## config.mk

```make
export PLATFORM = sky130hd
export DESIGN_NAME = pattern_readout
export DESIGN_NICKNAME = d
export VERILOG_FILES = /design/src/hw/pattern_readout_pkg.sv /design/src/hw/pattern_readout.sv
export VERILOG_INCLUDE_DIRS = /design/src /design/src/hw
export SDC_FILE = /design/constraint.sdc
export NUM_CORES = 2
export LEC_CHECK = 0
export ABC_AREA = 1
export BUFFER_PORTS_ARGS = -buffer_cell sky130_fd_sc_hd__buf_4
export CORE_UTILIZATION = 31
export DETAILED_ROUTE_END_ITERATION = 8
export PLACE_DENSITY = 0.48
export RECOVER_POWER = 100
export SYNTH_ARGS = -nofsm -noshare
export SYNTH_HDL_FRONTEND = slang
export SYNTH_SLANG_ARGS = --single-unit
export TNS_END_PERCENT = 50
```

## constraint.sdc

```tcl
create_clock -name clk_sys -period 3.8 [get_ports clk_sys]
set_input_delay 0.76 -clock clk_sys [delete_from_list [all_inputs] [get_ports clk_sys]]
set_output_delay 0.76 -clock clk_sys [all_outputs]
set_load 0.01 [all_outputs]
```

## src/hw/pattern_readout_params.svh

```systemverilog
// Constants for the pattern register readout block
`ifndef PATTERN_READOUT_PARAMS_SVH
`define PATTERN_READOUT_PARAMS_SVH
`define MR3_PAGE_LSB 0
`define MR3_ENABLE_BIT 2
`define MR3_TEMP_EN_BIT 5
`define MR3_FMT_LSB 11
`define MR5_PARLAT_LSB 0
`define PAGE2_LOC0_OFFSET 2'h0
`define PAGE2_LOC1_OFFSET 2'h1
`define PAGE2_LOC2_OFFSET 2'h2
`define PAGE2_LOC3_OFFSET 2'h3
`define TEMP_FIELD_LSB 3
`define TEMP_MAX_AGE_MS 32
`define CLK_FREQ_KHZ 25000
`define TEMP_REFRESH_CYCLES (`TEMP_MAX_AGE_MS * `CLK_FREQ_KHZ)
`endif

```

## src/hw/pattern_readout_pkg.sv

```systemverilog
// Types for the pattern register readout block
package pattern_readout_pkg;
   typedef enum logic [1:0] {
      FMT_SERIAL = 2'h0,
      FMT_PARALLEL = 2'h1,
      FMT_STAGGERED = 2'h2,
      FMT_RESERVED = 2'h3
   } read_format_t;
   typedef enum logic [1:0] {
      TEMP_SUB_1X = 2'h0,
      TEMP_1X = 2'h1,
      TEMP_2X = 2'h2,
      TEMP_RSVD = 2'h3
   } temp_status_t;
   typedef struct packed {
      logic valid;
      logic read_autoprecharge;
      logic [1:0] bank_addr;
      logic burst_order_bit;
      logic burst_chop;
   } read_cmd_t;
   typedef struct packed {
      logic valid;
      logic strobe_en;
      logic [7:0] dq;
   } read_beat_t;
endpackage : pattern_readout_pkg

```

## src/hw/pattern_readout.sv

```systemverilog
// Pattern register readout path of the memory device
//
// Contract
// - Page 1 parity error log visible only while mode register three enable is set.
// - Page 1 location 3 bits 2:0 show latest programmed parity latency.
// - Page 2 returns mode register contents at locations 0 to 3.
// - Temperature status sits in page 2 location 0 bits 4:3.
// - With temperature readout enabled, status refreshed at most 32 ms old.
// - With temperature readout disabled, status bits stop updating.
// - Strobes driven with pattern data, read preamble honoured.
// - Mode register three bits 1:0 select pattern page 0 to 3.
// - Bank address bits 1:0 select pattern location 0 to 3.
// - Address bit 2 selects burst order, beats 0 first or 4 first.
// - Data burst after additive plus read latency, format per page and field.
// - Serial format drives the same pattern on every lane.
// - Parallel format drives one location 0 bit per lane each beat.
// - Staggered format rotates locations across lanes, upper nibble mirrors lower.
`include "pattern_readout_params.svh"
`timescale 1ns/10ps
`default_nettype none
module pattern_readout #(
   parameter int unsigned MAX_LATENCY = 32,
   parameter int unsigned TEMP_REFRESH = `TEMP_REFRESH_CYCLES
) (
   input wire logic clk_sys,
   input wire logic nrst,
   input wire logic [13:0] mode_reg_zero,
   input wire logic [13:0] mode_reg_one,
   input wire logic [13:0] mode_reg_two,
   input wire logic [13:0] mode_reg_three,
   input wire logic [13:0] mode_reg_five,
   input wire logic [13:0] mode_reg_six,
   input wire logic [4:0] additive_latency,
   input wire logic [4:0] read_cas_latency,
   input wire logic read_preamble_2t,
   input wire logic [7:0] error_log_loc0,
   input wire logic [7:0] error_log_loc1,
   input wire logic [7:0] error_log_loc2,
   input wire logic [4:0] error_log_loc3_hi,
   input wire logic [7:0] page0_loc0,
   input wire logic [7:0] page0_loc1,
   input wire logic [7:0] page0_loc2,
   input wire logic [7:0] page0_loc3,
   input wire pattern_readout_pkg::temp_status_t sensor_temp,
   input wire pattern_readout_pkg::read_cmd_t read_cmd,
   output logic array_read,
   output pattern_readout_pkg::read_beat_t read_beat,
   output logic strobe_preamble
);
   import pattern_readout_pkg::*;

   localparam int unsigned LAT_W = $clog2(MAX_LATENCY + 1);
   localparam int unsigned TMR_W = $clog2(TEMP_REFRESH + 1);

   function automatic logic [7:0] loc_data(input logic [1:0] page,
                                           input logic [1:0] loc,
                                           input logic [31:0] p0,
                                           input logic [31:0] p1,
                                           input logic [31:0] p2);
      logic [31:0] sel;
      sel = 32'h0;
      unique case (page)
         2'h0: sel = p0;
         2'h1: sel = p1;
         2'h2: sel = p2;
         2'h3: sel = 32'h0;
      endcase
      loc_data = sel[8*loc +: 8];
   endfunction : loc_data

   wire logic readout_en = mode_reg_three[`MR3_ENABLE_BIT];
   wire logic [1:0] page = mode_reg_three[`MR3_PAGE_LSB +: 2];
   wire read_format_t fmt =
      read_format_t'(mode_reg_three[`MR3_FMT_LSB +: 2]);
   wire logic temp_en = mode_reg_three[`MR3_TEMP_EN_BIT];

   // Temperature status latch and refresh timer
   logic [1:0] temp_q;
   logic [1:0] temp_d;
   logic [TMR_W-1:0] tmr_q;
   logic [TMR_W-1:0] tmr_d;
   wire logic tmr_done = (tmr_q == TMR_W'(TEMP_REFRESH - 1));
   // Sample on the last and first count of each refresh period, just inside the age limit; frozen while disabled
   assign tmr_d = (!temp_en || tmr_done) ? '0 : tmr_q + 1'b1;
   assign temp_d = (temp_en && (tmr_done || !(|tmr_q))) ?
                   sensor_temp : temp_q;

   always_ff @(posedge clk_sys) begin
      if (!nrst) begin
         temp_q <= 2'h0;
         tmr_q <= '0;
      end else begin
         temp_q <= temp_d;
         tmr_q <= tmr_d;
      end
   end

   // Page images, locations packed low to high
   wire logic [7:0] p2_loc0 = {2'h0, 1'b0, temp_q, mode_reg_two[12],
                               mode_reg_two[10:9]};
   wire logic [7:0] p2_loc1 = {mode_reg_six[6:0], mode_reg_three[3]};
   wire logic [7:0] p2_loc2 = {mode_reg_zero[6:4], mode_reg_zero[2], 1'b0,
                               mode_reg_two[5:3]};
   wire logic [7:0] p2_loc3 = {mode_reg_one[10:8], mode_reg_five[8:6],
                               mode_reg_one[2:1]};
   wire logic [7:0] p1_loc3 = {error_log_loc3_hi,
                               mode_reg_five[`MR5_PARLAT_LSB +: 3]};
   wire logic [31:0] page0_img = {page0_loc3, page0_loc2, page0_loc1,
                                  page0_loc0};
   // Log hidden unless the mode register three readout enable is set
   wire logic [31:0] page1_img = readout_en ? {p1_loc3, error_log_loc2,
                                 error_log_loc1, error_log_loc0} : 32'h0;
   wire logic [31:0] page2_img = {p2_loc3, p2_loc2, p2_loc1, p2_loc0};

   // Build the 8 beats x 8 lanes of one burst at command time
   logic [63:0] burst_img;
   genvar b;
   genvar l;
   generate
      for (b = 0; b < 8; b++) begin : g_beat
         for (l = 0; l < 8; l++) begin : g_lane
            wire logic [1:0] sloc = read_cmd.bank_addr + 2'(l % 4);
            wire logic [7:0] ser = loc_data(page, read_cmd.bank_addr,
                                            page0_img, page1_img, page2_img);
            wire logic [7:0] stg = loc_data(page, sloc, page0_img,
                                            page1_img, page2_img);
            wire logic [7:0] par = loc_data(page, 2'h0, page0_img,
                                            page1_img, page2_img);
            // Serial and staggered: beat b carries bit 7-b of the location (first beat is MSB)
            assign burst_img[8*b + l] =
               (fmt == FMT_PARALLEL && page == 2'h0) ? par[7-l] :
               (fmt == FMT_STAGGERED && page == 2'h0) ? stg[7-b] :
               ser[7-b];
         end
      end
   endgenerate

   // Latency pipeline: each command with rl from 1 to MAX_LATENCY launches its own burst image; others launch none
   wire logic [LAT_W-1:0] rl = LAT_W'(additive_latency) +
                               LAT_W'(read_cas_latency);
   wire logic take = read_cmd.valid && readout_en;
   assign array_read = read_cmd.valid && !readout_en;

   logic [MAX_LATENCY-1:0] launch_q;
   logic [63:0] img_q [MAX_LATENCY];
   logic [MAX_LATENCY-1:0] chop_q;
   logic [MAX_LATENCY-1:0] ord_q;
   logic [2:0] beat_q;
   logic [2:0] beat_d;
   logic busy_q;
   logic busy_d;
   logic [63:0] cur_q;
   logic cur_chop_q;
   logic cur_ord_q;
   wire logic start = launch_q[0];
   // Order 4-first rotates beats; chop stops after four
   wire logic [2:0] ubeat = beat_q ^ {cur_ord_q, 2'h0};
   wire logic last = cur_chop_q ? (beat_q == 3'h3) : (beat_q == 3'h7);
   assign busy_d = start ? 1'b1 : (busy_q && !last);
   assign beat_d = start ? 3'h0 : (busy_q ? beat_q + 3'h1 : beat_q);

   always_ff @(posedge clk_sys) begin
      if (!nrst) begin
         launch_q <= '0;
         chop_q <= '0;
         ord_q <= '0;
         busy_q <= 1'b0;
         beat_q <= 3'h0;
         cur_q <= 64'h0;
         cur_chop_q <= 1'b0;
         cur_ord_q <= 1'b0;
         read_beat <= '0;
         strobe_preamble <= 1'b0;
      end else begin
         launch_q <= launch_q >> 1;
         chop_q <= chop_q >> 1;
         ord_q <= ord_q >> 1;
         if (take && rl != '0) begin
            launch_q[rl-1] <= 1'b1;
            chop_q[rl-1] <= read_cmd.burst_chop;
            ord_q[rl-1] <= read_cmd.burst_order_bit;
         end
         busy_q <= busy_d;
         beat_q <= beat_d;
         if (start) begin
            cur_q <= img_q[0];
            cur_chop_q <= chop_q[0];
            cur_ord_q <= ord_q[0];
         end
         read_beat.valid <= busy_q;
         read_beat.strobe_en <= busy_q;
         read_beat.dq <= busy_q ? cur_q[8*ubeat +: 8] : 8'h0;
         // Extra strobe cycle ahead of the burst in 2T mode
         strobe_preamble <= read_preamble_2t ? (launch_q[1] || start)
                                             : start;
      end
   end

   genvar s;
   generate
      for (s = 0; s < MAX_LATENCY; s++) begin : g_img
         always_ff @(posedge clk_sys) begin
            if (!nrst) begin
               img_q[s] <= 64'h0;
            end else if (take && rl != '0 && s == int'(rl) - 1) begin
               img_q[s] <= burst_img;
            end else if (s < MAX_LATENCY - 1) begin
               img_q[s] <= img_q[(s + 1) % MAX_LATENCY];
            end else begin
               img_q[s] <= 64'h0;
            end
         end
      end
   endgenerate
endmodule : pattern_readout
`default_nettype wire

```

==> qor.json <==
{
  "critical_path_top_delay_cell": "clkbuf_1",
  "synth_area_leaders": "edfxtp_1 (62%), nand2_1 (18%), nand3_1 (5.5%)",
  "clock_path_buffers": 4,
  "design.die.area_um2": 320700,
  "routabilityCongestion": 0.7853,
  "post_synth_edffs": 2048,
  "clock_skew_ps": 29.45,
  "detail_route_antenna_nets": 0,
  "detail_route.iter0.violations": 3527,
  "timing.max_slew.rel_slack": -0.2657,
  "synth.yosys.seq_area_share": 0.6632,
  "grt_pass1_wl_um": 354200,
  "clkSinkCount": 2246,
  "worst-endpoint-required_ps": 4460,
  "post_route_cells_drive_above_1_share": 0.06589,
  "yosysTopAreaCellShare": 0.6230,
  "syn-cell-area_um2": 98710,
  "drt_drc_violations_left": 0,
  "hold_violations": 0,
  "via_count_of_the_first_global_routing_pass": 66050,
  "fin_nets": 12400,
  "max-cap-violations": 1,
  "dieHeight_um": 566.3,
  "num_vias": 69650,
  "place_inst": 16110,
  "fillerInstances": 31210,
  "share_of_synthesized_registers_carrying_an_async_set_or_reset": 0,
  "residual_overflow_from_global_routing": 0,
  "clock_latency_ps": 850,
  "largest_net_degree_at_the_start_of_global_routing": 194,
  "most_common_cell_after_layout_fill_and_taps_aside": "nand2_1",
  "drtPass1Iterations": 8,
  "most-common-layout-cells": "nand2_1 (4693), edfxtp_1 (2048), conb_1 (2048)",
  "fp-row-count": 206,
  "final_min_period_over_clock_period": 0.9184,
  "synth_area_per_cell_um2": 9.702,
  "power_total_mw": 56.86,
  "chain_of_cells_forming_the_critical_path": "clkbuf_2 > clkbuf_1 > nand4_1 > nand3_1 > nand2_1 > inv_1 > a21oi_1 > clkbuf_2 > o21ai_0",
  "vdd.ir_drop.worst_mv": 0.2864,
  "placement.io_buffers": 127,
  "min_cycle_time_layout_ps": 3490,
  "violations_in_the_final_reports": "capacitance limit, slew limit",
  "setup_repair_after_global_routing_missed_its_margin": "false",
  "crit_fanout": 21,
  "power.density_cell_area_nw_per_um2": 470.9,
  "grt_usage": 0.1371,
  "dp_hpwl_um": 161200,
  "initial_core_util": 0.3126,
  "critical_path.endpoint_type": "flip-flop",
  "routed_wl_um": 221900,
  "worst_path_most_repeated_cell": "clkbuf_2",
  "finalNonFillerCells": 16580,
  "route.detailed.vias_per_inst": 4.201,
  "worst-slew-pin-transition_ps": 1899,
  "register_area_um2": 65460,
  "post_cts.repair.setup_buffers": 0,
  "synthCells": 10170,
  "setup_viol_count_final": 0,
  "yosys.cell_types.count": 45,
  "tritoncts": "done",
  "h-tree-depth": 5,
  "multi_input_comb_area_um2": 36380,
  "leakage_nw": 53.46,
  "antenna_found_initial": 11,
  "synth.yosys.warnings": 0,
  "number_of_buffers_inserted_by_hold_repair_at_cts": 0,
  "clock.fmax_mhz": 286.5,
  "post-synth-top-area-cell": "edfxtp_1",
  "io-pin-count": 178,
  "synth.ff_latch_count": 2246,
  "cts_inserted_buffers": 267,
  "kind_of_critical_path": "input port to flip-flop",
  "outcome": "complete, but fails checks",
  "arrival_ps": 4150,
  "path_clk_slew_ps": 60,
  "chipWidth_um": 566.3,
  "area.growth.synth_to_final_pct": 22.33,
  "ys.flop_type": "edfxtp_1",
  "routed_wire_length_per_instance_um": 13.38,
  "maxSlewViolCount": 62,
  "cts_root_buffer": "clkbuf_16",
  "critPathMaxStageDelay_ps": 870,
  "post_cts.resized_instances": 0,
  "floorplan.core_area_um2": 315700,
  "worst_hold_path_type": "input port to flip-flop",
  "cp-start-kind": "input port"
}
per-stage QoR:
| step | utilization | setup WS, ps | setup TNS (ps) | instance area, um^2 | hold slack (ps) |
|---|---|---|---|---|---|
| after floorplan | - | 432.0 | 0 | 106400 | 396.0 |
| after global placement | 0.3591 | -202.6 | -29660 | 113400 | 410.0 |
| after detailed placement | 0.3591 | -232.0 | -41100 | 113400 | 409.8 |
| after CTS | 0.3845 | 701.5 | 0 | 121400 | 50.75 |
| after global routing | 0.3824 | 227.5 | 0 | 120700 | 119.5 |
| final | 0.3824 | 310.2 | 0 | 120700 | 146.0 |
metal layers:
layer  share of wire  global-route usage  vias to the layer above
met2            0.46              0.2309                     1087
met4           0.029             0.04417                        0
li1                -                   -                    35880
met5               0                   0                        -
met1            0.47              0.1808                    32320
met3           0.040             0.02010                      360
Yosys cell counts (2+ instances only):
| master | count |
|---|---|
| nor2_4 | 10 |
| xor2_1 | 5 |
| nor3_4 | 3 |
| buf_6 | 13 |
| a31oi_1 | 8 |
| nand2_2 | 14 |
| nor3_1 | 14 |
| o21ai_0 | 557 |
| ha_1 | 8 |
| edfxtp_1 | 2048 |
| nor2_2 | 13 |
| nand4_1 | 33 |
| nand2_1 | 4698 |
| clkinv_1 | 10 |
| nand2_4 | 3 |
| o21a_1 | 7 |
| clkbuf_1 | 363 |
| xnor2_1 | 3 |
| a21oi_4 | 3 |
| inv_1 | 248 |
| nor3_2 | 7 |
| inv_2 | 15 |
| a21oi_1 | 157 |
| nor2_1 | 256 |
| buf_2 | 266 |
| nand3_1 | 1078 |
| nor4_1 | 2 |
| buf_1 | 69 |
| dfxtp_1 | 198 |
| buf_4 | 50 |
final timing paths:
| kind | slack (ps) | from | cells after the start | endpoint |
|---|---|---|---|---|
| hold reg to reg | 410 | launch_q[27]$_SDFF_PN0_ | 2 | launch_q[26]$_SDFF_PN0_ |
| setup / recovery | 310 | mode_reg_three[2] | 9 | img_q[7][39]$_DFFE_PP_ |
| setup reg to reg | 1310 | temp_q[1]$_SDFFE_PN0P_ | 7 | img_q[15][19]$_DFFE_PP_ |
| hold / removal | 150 | read_preamble_2t | 3 | strobe_preamble$_SDFF_PN0_ |
power breakdown:
| group | leakage (nW) | switching (mW) | internal [mW] |
|---|---|---|---|
| Combinational | 27.0 | 3.18 | 1.07 |
| Clock | 3.91 | 10.1 | 13.7 |
| Sequential | 22.5 | 0.314 | 28.5 |
| Total | 53.5 | 13.6 | 43.3 |
cell type report:
| class | count | share of cell area |
|---|---|---|
| diodes | 6 | 0.0001243 |
| clock buffers | 351 | 0.05964 |
| clock inverters | 112 | 0.006590 |
| inverters | 275 | 0.008601 |
| multi-input cells | 8938 | 0.3013 |
| flip-flops and latches | 2246 | 0.5422 |
| well taps | 4160 | 0.04311 |
| repair buffers | 492 | 0.03844 |
worst max-delay path, delay by kind of cell:
family	cells	cell delay, ps
simple gates	3	1030
buf+inv	4	1980
compound gates	2	340
registers in the layout (all words and copies together), names as in the netlist, 3 cells and up:
register,cells
ord_q,32
read_beat,9
launch_q,32
cur_q,64
img_q,2048
tmr_q,20
beat_q,3
chop_q,32
logic make-up after synthesis:
family	after synthesis	share of synthesized area
AOI/OAI and AO/OA	735	0.03798
xor gates and xnor gates	8	0.0007099
adders and majority gates	9	0.001217
buffers and inverters	1037	0.04575
DFF	2246	0.6632
other	1	0.00003799
and+or+nand+nor	6138	0.2511
Power figures use the tool's default switching activity.
